## src/design/osc_pkg.sv

```systemverilog
/*
 * Package for the internal oscillator select and tune block: register offsets,
 * field positions, reset values, source frequencies and timing constants.
 * Assumes a 40 MHz APB clock from which all oscillator rates are synthesised.
 */
package osc_pkg;
   localparam logic [7:0] ADDR_TUNING = 8'h00;
   localparam logic [7:0] ADDR_CONTROL = 8'h04;
   localparam logic [7:0] ADDR_CONTROL2 = 8'h08;
   localparam logic [7:0] ADDR_CONFIG = 8'h0c;
   localparam logic [7:0] ADDR_STATUS = 8'h10;

   localparam int TUNE_LSB = 0;
   localparam int MULT_EN_BIT = 6;
   localparam int LOW_SRC_BIT = 7;
   localparam int SYS_SEL_LSB = 0;
   localparam int RATE_LSB = 4;
   localparam int SUBST_BIT = 4;
   localparam int CFG_LSB = 0;
   localparam int FUSE_BIT = 4;

   localparam logic [7:0] TUNING_RESET = 8'h00;
   localparam logic [2:0] RATE_RESET = 3'h3;
   localparam logic [1:0] SYS_SEL_RESET = 2'h0;
   localparam logic [3:0] CFG_RESET = 4'h8;

   localparam logic [1:0] SYS_SEL_INTERNAL = 2'h2;
   localparam logic [1:0] SYS_SEL_PRIMARY = 2'h0;
   localparam logic [2:0] CFG_INTERNAL_HI = 3'h4;
   localparam logic [3:0] CFG_INT_IO = 4'h8;
   localparam logic [3:0] CFG_INT_QUARTER_RATE_CLOCK_OUT = 4'h9;

   localparam int CLK_HZ = 40000000;
   localparam int HF_HZ = 16000000;
   localparam int MF_HZ = 500000;
   localparam int LF_HZ = 31250;
   localparam int ACC_W = 25;
   // One full accumulator turn is one source period, so the top bit rises once per period
   localparam longint ACC_ONE = 64'd1 << ACC_W;
   localparam logic [ACC_W-1:0] HF_INC = ACC_W'(ACC_ONE * HF_HZ / CLK_HZ);
   localparam logic [ACC_W-1:0] MF_INC = ACC_W'(ACC_ONE * MF_HZ / CLK_HZ);
   localparam logic [ACC_W-1:0] LF_INC = ACC_W'(ACC_ONE * LF_HZ / CLK_HZ);
   localparam logic [ACC_W-1:0] HF_STEP = HF_INC >> 7;
   localparam logic [ACC_W-1:0] MF_STEP = MF_INC >> 7;

   localparam int SLEW_NS = 1000;
   localparam int CLK_NS = 25;
   localparam int SLEW_CYCLES = SLEW_NS / CLK_NS;

   typedef struct packed {
      logic low_src;
      logic mult_en;
      logic [5:0] tuning;
      logic [2:0] rate;
      logic [1:0] sys_sel;
      logic subst;
      logic [3:0] cfg;
      logic fuse;
   } ctrl_type;
endpackage : osc_pkg

```

## src/design/internal_osc_select_tune.sv

```systemverilog
/*
 * Internal oscillator select and tune control: APB register file, digital
 * models of the three internal sources, divider/multiplexer with glitch-free
 * rate switching, multiplier gating and pin configuration outputs.
 * Assumes one 40 MHz clock and an APB master that waits on pready.
 */
// Decided for this implementation: the APB interface to the registers and the address map.
// Functional notes
// - High source runs at nominal 16 MHz, tuned by the tuning code.
// - Medium source runs at nominal 500 kHz, tuned by the same code.
// - Low source runs at 31.25 kHz and ignores the tuning code.
// - Tuning code is 6-bit two's complement, reset to zero (calibrated).
// - Positive codes raise, negative codes lower; most negative gives minimum.
// - Frequency slews gradually after a tuning write; no completion flag.
// - Low source clocks power-up timer, watchdog and fail-safe monitor.
// - Bit 7 picks lowest rate from divided medium/high or low source.
// - In internal primary modes, multiplier enable acts only with rate 11x; else reads zero.
// - Eight selectable rates, 16 MHz down to 31 kHz; reset selects 1 MHz.
// - High and medium outputs are divided and multiplexed with low output.
// - 500/250 kHz from medium or high; 31 kHz from low, medium or high.
// - Two internal primary modes free input pin; output pin is I/O or clock/4.
// - External modes enable multiplier if fuse bit or enable bit is set.
// - Multiplier gives four times input, 4 to 16 MHz inputs, up to 64 MHz.
// - Internal high source with multiplier enabled gives up to 64 MHz.
// - System clock select 10 takes the internal block rate.
`timescale 1ns/100ps
module internal_osc_select_tune
   import osc_pkg::*;
#(
   parameter int SLEW_CYC = SLEW_CYCLES
) (
   // Clock and reset
   input wire logic pclk,
   input wire logic presetn,
   // APB slave
   input wire logic psel,
   input wire logic penable,
   input wire logic pwrite,
   input wire logic [7:0] paddr,
   input wire logic [31:0] pwdata,
   output logic [31:0] prdata,
   output logic pready,
   output logic pslverr,
   // Clock enables
   output logic internal_clock_output,
   output logic low_freq_tick,
   output logic sys_clk_tick,
   // Multiplier and pins
   output logic multiplier_on,
   output logic osc_input_pin_is_io,
   output logic osc_output_pin_is_io,
   output logic quarter_rate_clock_out
);
   ctrl_type ctrl_r;
   logic [5:0] applied_r;
   logic [$clog2(SLEW_CYC+1)-1:0] slew_cnt_r;
   logic [ACC_W-1:0] hf_acc_r, mf_acc_r, lf_acc_r;
   logic [ACC_W-1:0] hf_inc, mf_inc;
   logic hf_msb_r, mf_msb_r, lf_msb_r;
   logic hf_tick, mf_tick, lf_tick;
   logic [8:0] hf_div_r;
   logic [3:0] mf_div_r;
   logic [2:0] act_rate_r;
   logic act_subst_r, act_low_r;
   logic int_tick;
   logic internal_primary, mult_avail, mult_nxt;
   logic [1:0] q_cnt_r;
   logic wr_en, rd_phase;
   logic [31:0] rd_nxt;
   logic hit;

   // APB: one wait state, data and answer registered
   assign rd_phase = psel && penable && !pready;
   assign wr_en = psel && penable && pready && pwrite;
   assign hit = paddr inside {ADDR_TUNING, ADDR_CONTROL, ADDR_CONTROL2, ADDR_CONFIG, ADDR_STATUS};

   assign internal_primary = ctrl_r.cfg[3:1] == CFG_INTERNAL_HI;
   assign mult_avail = internal_primary && ctrl_r.rate[2:1] == 2'b11;
   assign mult_nxt = internal_primary ? (mult_avail && ctrl_r.mult_en)
                                      : (ctrl_r.fuse || ctrl_r.mult_en);

   always_comb begin
      rd_nxt = 32'h0;
      unique case (paddr)
         ADDR_TUNING: begin
            rd_nxt[TUNE_LSB +: 6] = ctrl_r.tuning;
            rd_nxt[MULT_EN_BIT] = ctrl_r.mult_en && (mult_avail || !internal_primary);
            rd_nxt[LOW_SRC_BIT] = ctrl_r.low_src;
         end
         ADDR_CONTROL: begin
            rd_nxt[SYS_SEL_LSB +: 2] = ctrl_r.sys_sel;
            rd_nxt[RATE_LSB +: 3] = ctrl_r.rate;
         end
         ADDR_CONTROL2: rd_nxt[SUBST_BIT] = ctrl_r.subst;
         ADDR_CONFIG: begin
            rd_nxt[CFG_LSB +: 4] = ctrl_r.cfg;
            rd_nxt[FUSE_BIT] = ctrl_r.fuse;
         end
         ADDR_STATUS: begin
            rd_nxt[0] = multiplier_on;
            rd_nxt[3:1] = act_rate_r;
         end
         default: rd_nxt = 32'h0;
      endcase
   end

   always_ff @(posedge pclk or negedge presetn) begin
      if (!presetn) begin
         pready <= 1'b0;
         pslverr <= 1'b0;
         prdata <= 32'h0;
      end else begin
         pready <= rd_phase;
         pslverr <= rd_phase && !hit;
         if (rd_phase) begin
            prdata <= rd_nxt;
         end
      end
   end

   always_ff @(posedge pclk or negedge presetn) begin
      if (!presetn) begin
         ctrl_r.low_src <= TUNING_RESET[LOW_SRC_BIT];
         ctrl_r.mult_en <= TUNING_RESET[MULT_EN_BIT];
         ctrl_r.tuning <= TUNING_RESET[TUNE_LSB +: 6];
         ctrl_r.rate <= RATE_RESET;
         ctrl_r.sys_sel <= SYS_SEL_RESET;
         ctrl_r.subst <= 1'b0;
         ctrl_r.cfg <= CFG_RESET;
         ctrl_r.fuse <= 1'b0;
      end else if (wr_en) begin
         unique case (paddr)
            ADDR_TUNING: begin
               ctrl_r.tuning <= pwdata[TUNE_LSB +: 6];
               ctrl_r.mult_en <= pwdata[MULT_EN_BIT];
               ctrl_r.low_src <= pwdata[LOW_SRC_BIT];
            end
            ADDR_CONTROL: begin
               ctrl_r.sys_sel <= pwdata[SYS_SEL_LSB +: 2];
               ctrl_r.rate <= pwdata[RATE_LSB +: 3];
            end
            ADDR_CONTROL2: ctrl_r.subst <= pwdata[SUBST_BIT];
            ADDR_CONFIG: begin
               ctrl_r.cfg <= pwdata[CFG_LSB +: 4];
               ctrl_r.fuse <= pwdata[FUSE_BIT];
            end
            default: ;
         endcase
      end
   end

   // Applied tuning walks one step per slew period toward the written code
   always_ff @(posedge pclk or negedge presetn) begin
      if (!presetn) begin
         applied_r <= 6'h00;
         slew_cnt_r <= '0;
      end else if (applied_r == ctrl_r.tuning) begin
         slew_cnt_r <= '0;
      end else if (slew_cnt_r == ($bits(slew_cnt_r))'(SLEW_CYC - 1)) begin
         slew_cnt_r <= '0;
         if ($signed(applied_r) < $signed(ctrl_r.tuning)) begin
            applied_r <= applied_r + 6'h01;
         end else begin
            applied_r <= applied_r - 6'h01;
         end
      end else begin
         slew_cnt_r <= slew_cnt_r + 1'b1;
      end
   end

   // Signed step scaling: positive codes raise, negative lower
   assign hf_inc = HF_INC + ACC_W'($signed(applied_r) * $signed({1'b0, HF_STEP}));
   assign mf_inc = MF_INC + ACC_W'($signed(applied_r) * $signed({1'b0, MF_STEP}));

   always_ff @(posedge pclk or negedge presetn) begin
      if (!presetn) begin
         hf_acc_r <= '0;
         mf_acc_r <= '0;
         lf_acc_r <= '0;
         hf_msb_r <= 1'b0;
         mf_msb_r <= 1'b0;
         lf_msb_r <= 1'b0;
      end else begin
         hf_acc_r <= hf_acc_r + hf_inc;
         mf_acc_r <= mf_acc_r + mf_inc;
         lf_acc_r <= lf_acc_r + LF_INC;
         hf_msb_r <= hf_acc_r[ACC_W-1];
         mf_msb_r <= mf_acc_r[ACC_W-1];
         lf_msb_r <= lf_acc_r[ACC_W-1];
      end
   end

   assign hf_tick = hf_acc_r[ACC_W-1] && !hf_msb_r;
   assign mf_tick = mf_acc_r[ACC_W-1] && !mf_msb_r;
   assign lf_tick = lf_acc_r[ACC_W-1] && !lf_msb_r;

   // Dividers count source edges; a rate ticks when its low bits wrap
   always_ff @(posedge pclk or negedge presetn) begin
      if (!presetn) begin
         hf_div_r <= '0;
         mf_div_r <= '0;
      end else begin
         if (hf_tick) begin
            hf_div_r <= hf_div_r + 1'b1;
         end
         if (mf_tick) begin
            mf_div_r <= mf_div_r + 1'b1;
         end
      end
   end

   always_comb begin
      int_tick = 1'b0;
      unique case (act_rate_r)
         3'h7: int_tick = hf_tick;
         3'h6: int_tick = hf_tick && hf_div_r[0];
         3'h5: int_tick = hf_tick && &hf_div_r[1:0];
         3'h4: int_tick = hf_tick && &hf_div_r[2:0];
         3'h3: int_tick = hf_tick && &hf_div_r[3:0];
         3'h2: int_tick = act_subst_r ? mf_tick : hf_tick && &hf_div_r[4:0];
         3'h1: int_tick = act_subst_r ? mf_tick && mf_div_r[0] : hf_tick && &hf_div_r[5:0];
         3'h0: begin
            if (!act_low_r) begin
               int_tick = lf_tick;
            end else begin
               int_tick = act_subst_r ? mf_tick && &mf_div_r[3:0] : hf_tick && &hf_div_r[8:0];
            end
         end
      endcase
   end

   // New selection is taken only at an output tick, so no period is cut short
   always_ff @(posedge pclk or negedge presetn) begin
      if (!presetn) begin
         act_rate_r <= RATE_RESET;
         act_subst_r <= 1'b0;
         act_low_r <= 1'b0;
      end else if (int_tick) begin
         act_rate_r <= ctrl_r.rate;
         act_subst_r <= ctrl_r.subst;
         act_low_r <= ctrl_r.low_src;
      end
   end

   always_ff @(posedge pclk or negedge presetn) begin
      if (!presetn) begin
         internal_clock_output <= 1'b0;
         low_freq_tick <= 1'b0;
         sys_clk_tick <= 1'b0;
         multiplier_on <= 1'b0;
      end else begin
         internal_clock_output <= int_tick;
         low_freq_tick <= lf_tick;
         sys_clk_tick <= int_tick && (ctrl_r.sys_sel == SYS_SEL_INTERNAL
                         || (ctrl_r.sys_sel == SYS_SEL_PRIMARY && internal_primary));
         multiplier_on <= mult_nxt;
      end
   end

   // Pin usage and clock/4 output in the internal primary modes
   always_ff @(posedge pclk or negedge presetn) begin
      if (!presetn) begin
         q_cnt_r <= 2'h0;
         osc_input_pin_is_io <= 1'b0;
         osc_output_pin_is_io <= 1'b0;
         quarter_rate_clock_out <= 1'b0;
      end else begin
         osc_input_pin_is_io <= internal_primary;
         osc_output_pin_is_io <= ctrl_r.cfg == CFG_INT_IO;
         if (ctrl_r.cfg != CFG_INT_QUARTER_RATE_CLOCK_OUT) begin
            q_cnt_r <= 2'h0;
            quarter_rate_clock_out <= 1'b0;
         end else if (int_tick) begin
            q_cnt_r <= q_cnt_r + 2'h1;
            if (q_cnt_r[0]) begin
               quarter_rate_clock_out <= !quarter_rate_clock_out;
            end
         end
      end
   end
endmodule : internal_osc_select_tune

```

## config.mk

```make
export PLATFORM = sky130hd
export DESIGN_NAME = internal_osc_select_tune
export DESIGN_NICKNAME = d
export VERILOG_FILES = /design/src/design/osc_pkg.sv /design/src/design/internal_osc_select_tune.sv
export SDC_FILE = /design/constraint.sdc
export NUM_CORES = 1
export LEC_CHECK = 0
export BUFFER_PORTS_ARGS = -buffer_cell sky130_fd_sc_hd__buf_2
export CORE_MARGIN = 1
export CORE_UTILIZATION = 55
export CTS_CLUSTER_DIAMETER = 40
export DETAILED_ROUTE_END_ITERATION = 8
export GPL_ROUTABILITY_DRIVEN = 0
export PLACE_DENSITY = 0.82
export SLEW_MARGIN = 20
export SYNTH_ARGS = -nofsm -noshare
export SYNTH_HDL_FRONTEND = slang
export SYNTH_SLANG_ARGS = --single-unit
```

## constraint.sdc

```tcl
create_clock -name pclk -period 5.5 [get_ports pclk]
set_input_delay 0.275 -clock pclk [delete_from_list [all_inputs] [get_ports pclk]]
set_output_delay 0.275 -clock pclk [all_outputs]
set_load 0.03 [all_outputs]
```

==> results of run 1 <==
logic make-up (layout without fill, tap and decap cells):
kind of cell,after synthesis,in the layout,synth area share
xor gates and xnor gates,115,115,0.0976
other,1,24,0.000358
and+or+nand+nor,248,248,0.119
DFF,143,143,0.343
muxes,34,34,0.0373
buffers and inverters,142,255,0.0621
adders and majority gates,149,149,0.188
AOI/OAI and AO/OA,234,234,0.153
through the flow:
stage	total power [mW]	setup TNS, ns	std cells	setup WS [ns]
6_report	2.31	-1.10	1436	-0.361
5_1_grt	2.37	-2.38	1436	-0.444
4_1_cts	2.32	-0.105	1427	-0.0454
3_5_place_dp	1.14	-0.853	1379	-0.257
3_3_place_gp	1.14	-0.0969	1379	-0.0727
2_1_floorplan	1.12	0	1089	0.00701
registers in the layout, indices dropped and copies added, names as in the netlist, 3 cells and up:
signal and cells:
hf_div_r 9, mf_div_r 4, lf_acc_r 24, act_rate_r 3, prdata 8, mf_acc_r 24
ctrl_r 19, applied_r 6, hf_acc_r 25, slew_cnt_r 6
cell type report:
class                   instances  share of cell area
clock buffers                  17              0.0338
repair buffers                122              0.0679
clock inverters                15              0.0148
inverters                     101              0.0305
flip-flops and latches        143               0.285
multi-input cells             804               0.545
well taps                     234              0.0232
per-layer routing:
layer,GRT usage,vias up,wire length [microns]
li1,-,3954,-
met1,0.280,4127,10100
met2,0.448,269,13200
met3,0.0492,86,1120
met4,0.0949,0,889
met5,0,-,0
cell usage after synthesis, types with 3 or more instances:
cell type,count
o21ai_1,5
nand3_1,24
ha_1,135
inv_1,101
nand2b_1,7
mux2i_1,3
dfrtp_1,138
fa_1,14
o311ai_0,3
mux2_2,30
a211oi_1,8
nor2b_1,11
buf_4,26
o31ai_1,3
and2_1,5
o21ai_0,46
nand2_1,66
and3_1,11
nand4_1,13
a21boi_0,3
o21a_1,12
or3_1,9
a32oi_1,3
o211ai_1,7
xnor2_1,73
nand3b_1,6
a31oi_1,9
a21oi_2,3
nor2_1,52
xor2_1,41
nor3_1,20
clkbuf_1,9
a21oi_1,57
or2_2,6
o41ai_1,4
a22oi_1,3
a211oi_2,3
dfstp_2,5
a21o_1,27
a311oi_1,3
o21bai_1,8
nor3b_1,4
path summary, 6_finish.rpt:
kind                                    from            to  slack [ns]  cells past startpoint
max in group asynchronous            presetn  applied_r[4]        3.73                      3
min in group asynchronous            presetn   lf_acc_r[6]        0.47                      2
worst min register to register  mf_acc_r[24]      mf_msb_r        0.44                      0
worst max register to register  applied_r[3]  hf_acc_r[23]       -0.36                     24
worst min-delay path               pwdata[7]    ctrl_r[18]        0.08                      2
worst max-delay path            applied_r[3]  hf_acc_r[23]       -0.36                     24
power by group:
group	total, mW	internal [mW]	switching (mW)	leakage [nW]
Clock	1.19	0.619	0.571	0.297
Sequential	1.05	1.05	0.00103	1.79
Combinational	0.0672	0.0110	0.0562	4.25
timing repair:
| item | CTS | global route |
|---|---|---|
| gates resized for setup | 18 | 69 |
| buffers inserted | 15 | 11 |
| setup endpoints to repair | 8 | 17 |
| pin swaps | 14 | 33 |
| gates cloned | 0 | 0 |
| hold buffers | 1 | 0 |
| hold endpoints to repair | 81 | 0 |
critical path, delay by kind of cell (launching register included):
family | cells | cell delay (ns)
fa+ha+maj | 7 | 2.58
compound gates | 11 | 2.18
flops | 1 | 0.43
buf+inv | 3 | 0.25
simple gates | 2 | 0.23
xor+xnor | 1 | 0.12
==> metrics.md, run 1 <==
| Metric | Value |
|---|---|
| Clock sinks | `143` |
| Kind of critical path | `register to register` |
| Cells after Synth | `1066` |
| Post-synth EDFFs | `0` |
| Critical Path Start Type | `register` |
| Initial DRC Count | `664` |
| Post-synth top flop | `dfrtp_1` |
| Slew @ Worst Pin | `0.865 ns` |
| Overflow after GRT | `0` |
| Required time worst endpoint | `5.87 ns` |
| Final nets | `1383` |
| Syn. warnings | `0` |
| GRT Util Overall | `0.245` |
| Final setup vio count | `9` |
| Largest area contributor in the netlist | `dfrtp_1` |
| Max VDD drop | `205 uV` |
| Largest cells by area after synthesis | `dfrtp_1 (33%), ha_1 (16%), xnor2_1 (6.1%)` |
| Fmax achieved | `0.171 GHz` |
| CTS tree | `done` |
| Post-DR vias/cell | `5.87` |
| Ys async rst share | `1.00` |
| CP dominant cell by count | `ha_4` |
| Outcome | `finished, violations left` |
| Clock Path Buffers | `2` |
| Cts bufs inserted | `17` |
| Die width | `140 microns` |
| Period utilization | `1.07` |
| Final Hold Viols | `0` |
| Dpl cell area | `11300 sq um` |
| Clock skew | `0.0158 ns` |
| Nature of the critical path endpoint | `register` |
| Drt wl/cell | `17.6 microns` |
| CP arrival | `6.23 ns` |
| Share of Yosys cell area claimed by the top area cell type | `0.330` |
| DRT antenna net count | `0` |
| CP max FO | `4` |
| Pleak | `6.34 nW` |
| Vias in the first global route | `8368` |
| N_diodes | `0` |
| Pin count of the biggest net entering global routing | `85` |
| Die height | `140 microns` |
| Period minus WS final | `5.86 ns` |
| Vias | `8436` |
| Register area | `3590 sq um` |
| Post-DP HPWL | `15800 microns` |
| Share of cells above drive strength 1 | `0.245` |
| Most frequent cells in the layout | `dfrtp_1 (133), ha_1 (113), inv_1 (94), buf_4 (78), xnor2_1 (71)` |
| Final core occ | `0.673` |
| Most common cell after layout, fill and taps aside | `dfrtp_1` |
| Register area share after synthesis | `0.343` |
| Worst Setup Slack, final | `-0.361 ns` |
| Worst-Skew Late Latency | `0.45 ns` |
| Antenna violations before repair | `0` |
| DRT Wirelength | `25300 microns` |
| Power per cell area | `183 nW/um^2` |
| CTS root buffer | `clkbuf_16` |
| Max-Cap Viols | `0` |
| Slew headroom | `0.422` |
| Layout area overhead | `20.3%` |
| CP max stage cell | `fa_2` |
| First-pass GRT wire length | `38500 microns` |
| Core area | `18700 sq um` |
| Slew Limit Fails | `0` |
| Hold/Removal Path Class | `input pin to register` |
| Drt pass-1 iters | `7` |
| Failing checks | `setup timing` |
| Netlist cell types | `81` |
| # port buffers | `37` |
| Starting density of the core | `0.559` |
| Die area | `19600 sq um` |
| Hold_ws | `0.0754 ns` |
| Multi-input logic area | `6860 sq um` |
| Fillcell total | `1308` |
| DRC violations left | `0` |
| Largest stage delay on the critical path | `0.62 ns` |
| Post-Syn Area | `10500 sq um` |
| RSZ-0062 raised after global routing | `true` |
| Syn avg cell area | `9.82 sq um` |
| FF+latch count, synth | `143` |
| Worst-path cell chain | `fa_2, fa_1, ha_4, ha_4, inv_4, fa_2, nand2b_4, a21oi_4, o21ai_2, a21oi_2, o21a_1, nor2_2, a311oi_2, ha_2, inv_2, ha_4, buf_6, a21oi_4, o211ai_1, a221o_1, a211o_1, a31o_1, a21oi_2, xnor2_1` |
| Cell area after layout | `12600 sq um` |
| CTS H-tree lvls | `4` |
| Num ports | `86` |
| Register clock-pin slew on the reported worst setup and hold paths | `0.08 ns` |
| Placement row count | `50` |
Note: power is estimated with default switching activity, not from simulation.
==> run 2: changes to the inputs <==
- CTS_CLUSTER_SIZE: default -> 14
- SKIP_CTS_REPAIR_TIMING: default -> 1
==> metrics.md, run 2 (synthesis gave the netlist of run 1 again) <==
| Metric | Value |
|---|---|
| Pin count of the biggest net entering global routing | `85 (unchanged)` |
| Worst-path cell chain | `fa_1, fa_1, ha_4, ha_4, buf_4, ha_4, a211oi_4, o311ai_4, o31ai_4, nor2_1, nor2_1, xnor2_1, ha_1, inv_2, ha_4, o21a_1, o211a_1, a221o_1, a211o_1, a31o_1, a21oi_2, xnor2_1` |
| Final core occ | `0.666 (-0.00756)` |
| Final nets | `1369 (-1.0%)` |
| CP max stage cell | `fa_1` |
| # port buffers | `37 (unchanged)` |
| Starting density of the core | `0.559 (unchanged)` |
| Hold EP | `ctrl_r[18]` |
| Period minus WS final | `5.68 ns (-0.178 ns)` |
| Share of cells above drive strength 1 | `0.230 (-0.0148)` |
| CP max FO | `4 (unchanged)` |
| Worst slack at placement | `-0.257 ns (unchanged)` |
| CTS H-tree lvls | `4 (unchanged)` |
| First-pass GRT wire length | `36800 microns (-4.5%)` |
| CTS tree | `done` |
| Vias | `8234 (-2.4%)` |
| CTS root buffer | `clkbuf_16` |
| Max-Cap Viols | `0 (unchanged)` |
| Clock skew | `0.0143 ns (-0.00154 ns)` |
| CP dominant cell by count | `ha_4` |
| Largest register FFs | `25 (unchanged)` |
| Hold path depth | `2 (unchanged)` |
| Hold_ws | `0.0725 ns (-0.00291 ns)` |
| Worst r2r src | `applied_r[3]` |
| R2R cell count | `22 (-8.3%)` |
| N_diodes | `0 (unchanged)` |
| Dpl cell area | `11300 sq um (unchanged)` |
| Top reg by flops | `hf_acc_r` |
| Die height | `140 microns (unchanged)` |
| Layout area overhead | `19.0%` |
| GRT Max-Usage Layer | `met2` |
| Most frequent cells in the layout | `dfrtp_1 (133), ha_1 (116), inv_1 (92), xnor2_1 (72), buf_4 (67)` |
| Initial DRC Count | `614 (-7.5%)` |
| Final setup vio count | `1 (-8)` |
| Power per cell area | `186 nW/um^2 (+1.3%)` |
| Post-DP HPWL | `15800 microns (unchanged)` |
| GRT Util Overall | `0.232 (-0.0132)` |
| Clock sinks | `143 (unchanged)` |
| Period utilization | `1.03 (-0.0324)` |
| Core area | `18700 sq um (unchanged)` |
| Regs by FF count | `hf_acc_r (25), lf_acc_r (24), mf_acc_r (24)` |
| Startpoint of the worst hold path | `pwdata[7]` |
| Hold/Removal Path Class | `input pin to register` |
| Drt wl/cell | `16.9 microns (-4.1%)` |
| Num ports | `86 (unchanged)` |
| Max VDD drop | `177 uV (-14%)` |
| Slew @ Worst Pin | `0.862 ns (-0.00317 ns)` |
| Pleak | `6.28 nW (-0.95%)` |
| R2R setup slack | `-0.18 ns (+0.18 ns)` |
| Overflow after GRT | `0 (unchanged)` |
| Die width | `140 microns (unchanged)` |
| Kind of critical path | `register to register` |
| DRT Wirelength | `24000 microns (-5.1%)` |
| Setup TNS | `-0.183 ns (+0.921 ns)` |
| Drt pass-1 iters | `6 (-1)` |
| Die area | `19600 sq um (unchanged)` |
| Inst Count DP | `1379 (unchanged)` |
| Outcome | `finished, violations left` |
| Slew Limit Fails | `0 (unchanged)` |
| Cell area after layout | `12500 sq um (-1.1%)` |
| Most common cell after layout, fill and taps aside | `dfrtp_1` |
| Worst Setup Slack, final | `-0.183 ns (+0.178 ns)` |
| Placement row count | `50 (unchanged)` |
| Fillcell total | `1329 (+1.6%)` |
| RSZ-0062 raised after global routing | `true` |
| Clock Path Buffers | `2 (unchanged)` |
| Grt met2 use | `0.420 (-0.0276)` |
| Slew headroom | `0.424 (+0.00212)` |
| Final Hold Viols | `0 (unchanged)` |
| DRT antenna net count | `0 (unchanged)` |
| DRC violations left | `0 (unchanged)` |
| Reg-to-reg endpoint | `hf_acc_r[23]` |
| Largest stage delay on the critical path | `0.59 ns (-0.03 ns)` |
| Nature of the critical path endpoint | `register` |
| Critical Path Start Type | `register` |
| Vias in the first global route | `8106 (-3.1%)` |
| Failing checks | `setup timing` |
| Cts bufs inserted | `17 (unchanged)` |
| Fin cells | `1422 (-0.97%)` |
| Fmax achieved | `0.176 GHz (+3.1%)` |
| CP arrival | `6.05 ns (-0.18 ns)` |
| Worst-Skew Late Latency | `0.45 ns (about the same)` |
| Post-DR vias/cell | `5.79 (-1.4%)` |
| Required time worst endpoint | `5.87 ns (about the same)` |
| Grt met1 use | `0.275 (-0.00538)` |
| Antenna violations before repair | `0 (unchanged)` |
| GR Layer Usage met3 | `0.0458 (-0.00342)` |
| Pwr Total | `2.31 mW (+0.20%)` |
| Register clock-pin slew on the reported worst setup and hold paths | `0.08 ns (about the same)` |
[run 2: cell types whose count changed in the layout (fill, tap and decap cells not counted), moves of 2 or more]
cell	change
buf_4	-11
buf_6	-3
ha_1	+3
ha_4	-2
inv_1	-2
inv_2	+2
nand2_1	+3
nand2_2	-2
o21ai_0	+2
o21ai_2	-2
[run 2: metal layers]
metal	up-vias	part of all wire
met5	-	0
li1	3918	-
met1	4010	0.41
met4	0	0.024
met2	249	0.52
met3	57	0.046
[run 2: worst max-delay path by stage]
stage / endpoint / depth (start not counted) / startpoint / slack (ns)
6_report: hf_acc_r[23] / 22 / applied_r[3] / -0.18
5_1_grt: hf_acc_r[23] / 22 / applied_r[3] / -0.31
4_1_cts: hf_acc_r[24] / 24 / applied_r[5] / -0.31
3_5_place_dp: hf_acc_r[24] / 29 / applied_r[1] / -0.26
3_3_place_gp: hf_acc_r[24] / 24 / applied_r[5] / -0.07
2_1_floorplan: hf_acc_r[23] / 27 / applied_r[0] / 0.007
[run 2: where the power goes]
| part | leakage [nW] | total, mW | internal (mW) | switching, mW |
|---|---|---|---|---|
| Combinational | 4.19 | 0.0673 | 0.0110 | 0.0563 |
| Sequential | 1.79 | 1.05 | 1.05 | 0.00105 |
| Clock | 0.297 | 1.19 | 0.619 | 0.575 |
[run 2: final cells by class]
class	count	area [sq um]	share of cell area
Inverter	101	384	0.0308
Sequential cell	143	3590	0.288
Tap cell	234	293	0.0235
Clock buffer	17	425	0.0342
Timing Repair Buffer	108	738	0.0593
Clock inverter	15	186	0.0150
Multi-Input combinational cell	804	6840	0.549
[run 2: worst max-delay path, delay by kind of cell (launching register included)]
family	cells	cell delay, ns
xor+xnor	2	0.30
compound gates	9	2.08
buf+inv	2	0.25
flops	1	0.42
simple gates	2	0.26
fa+ha+maj	7	2.31
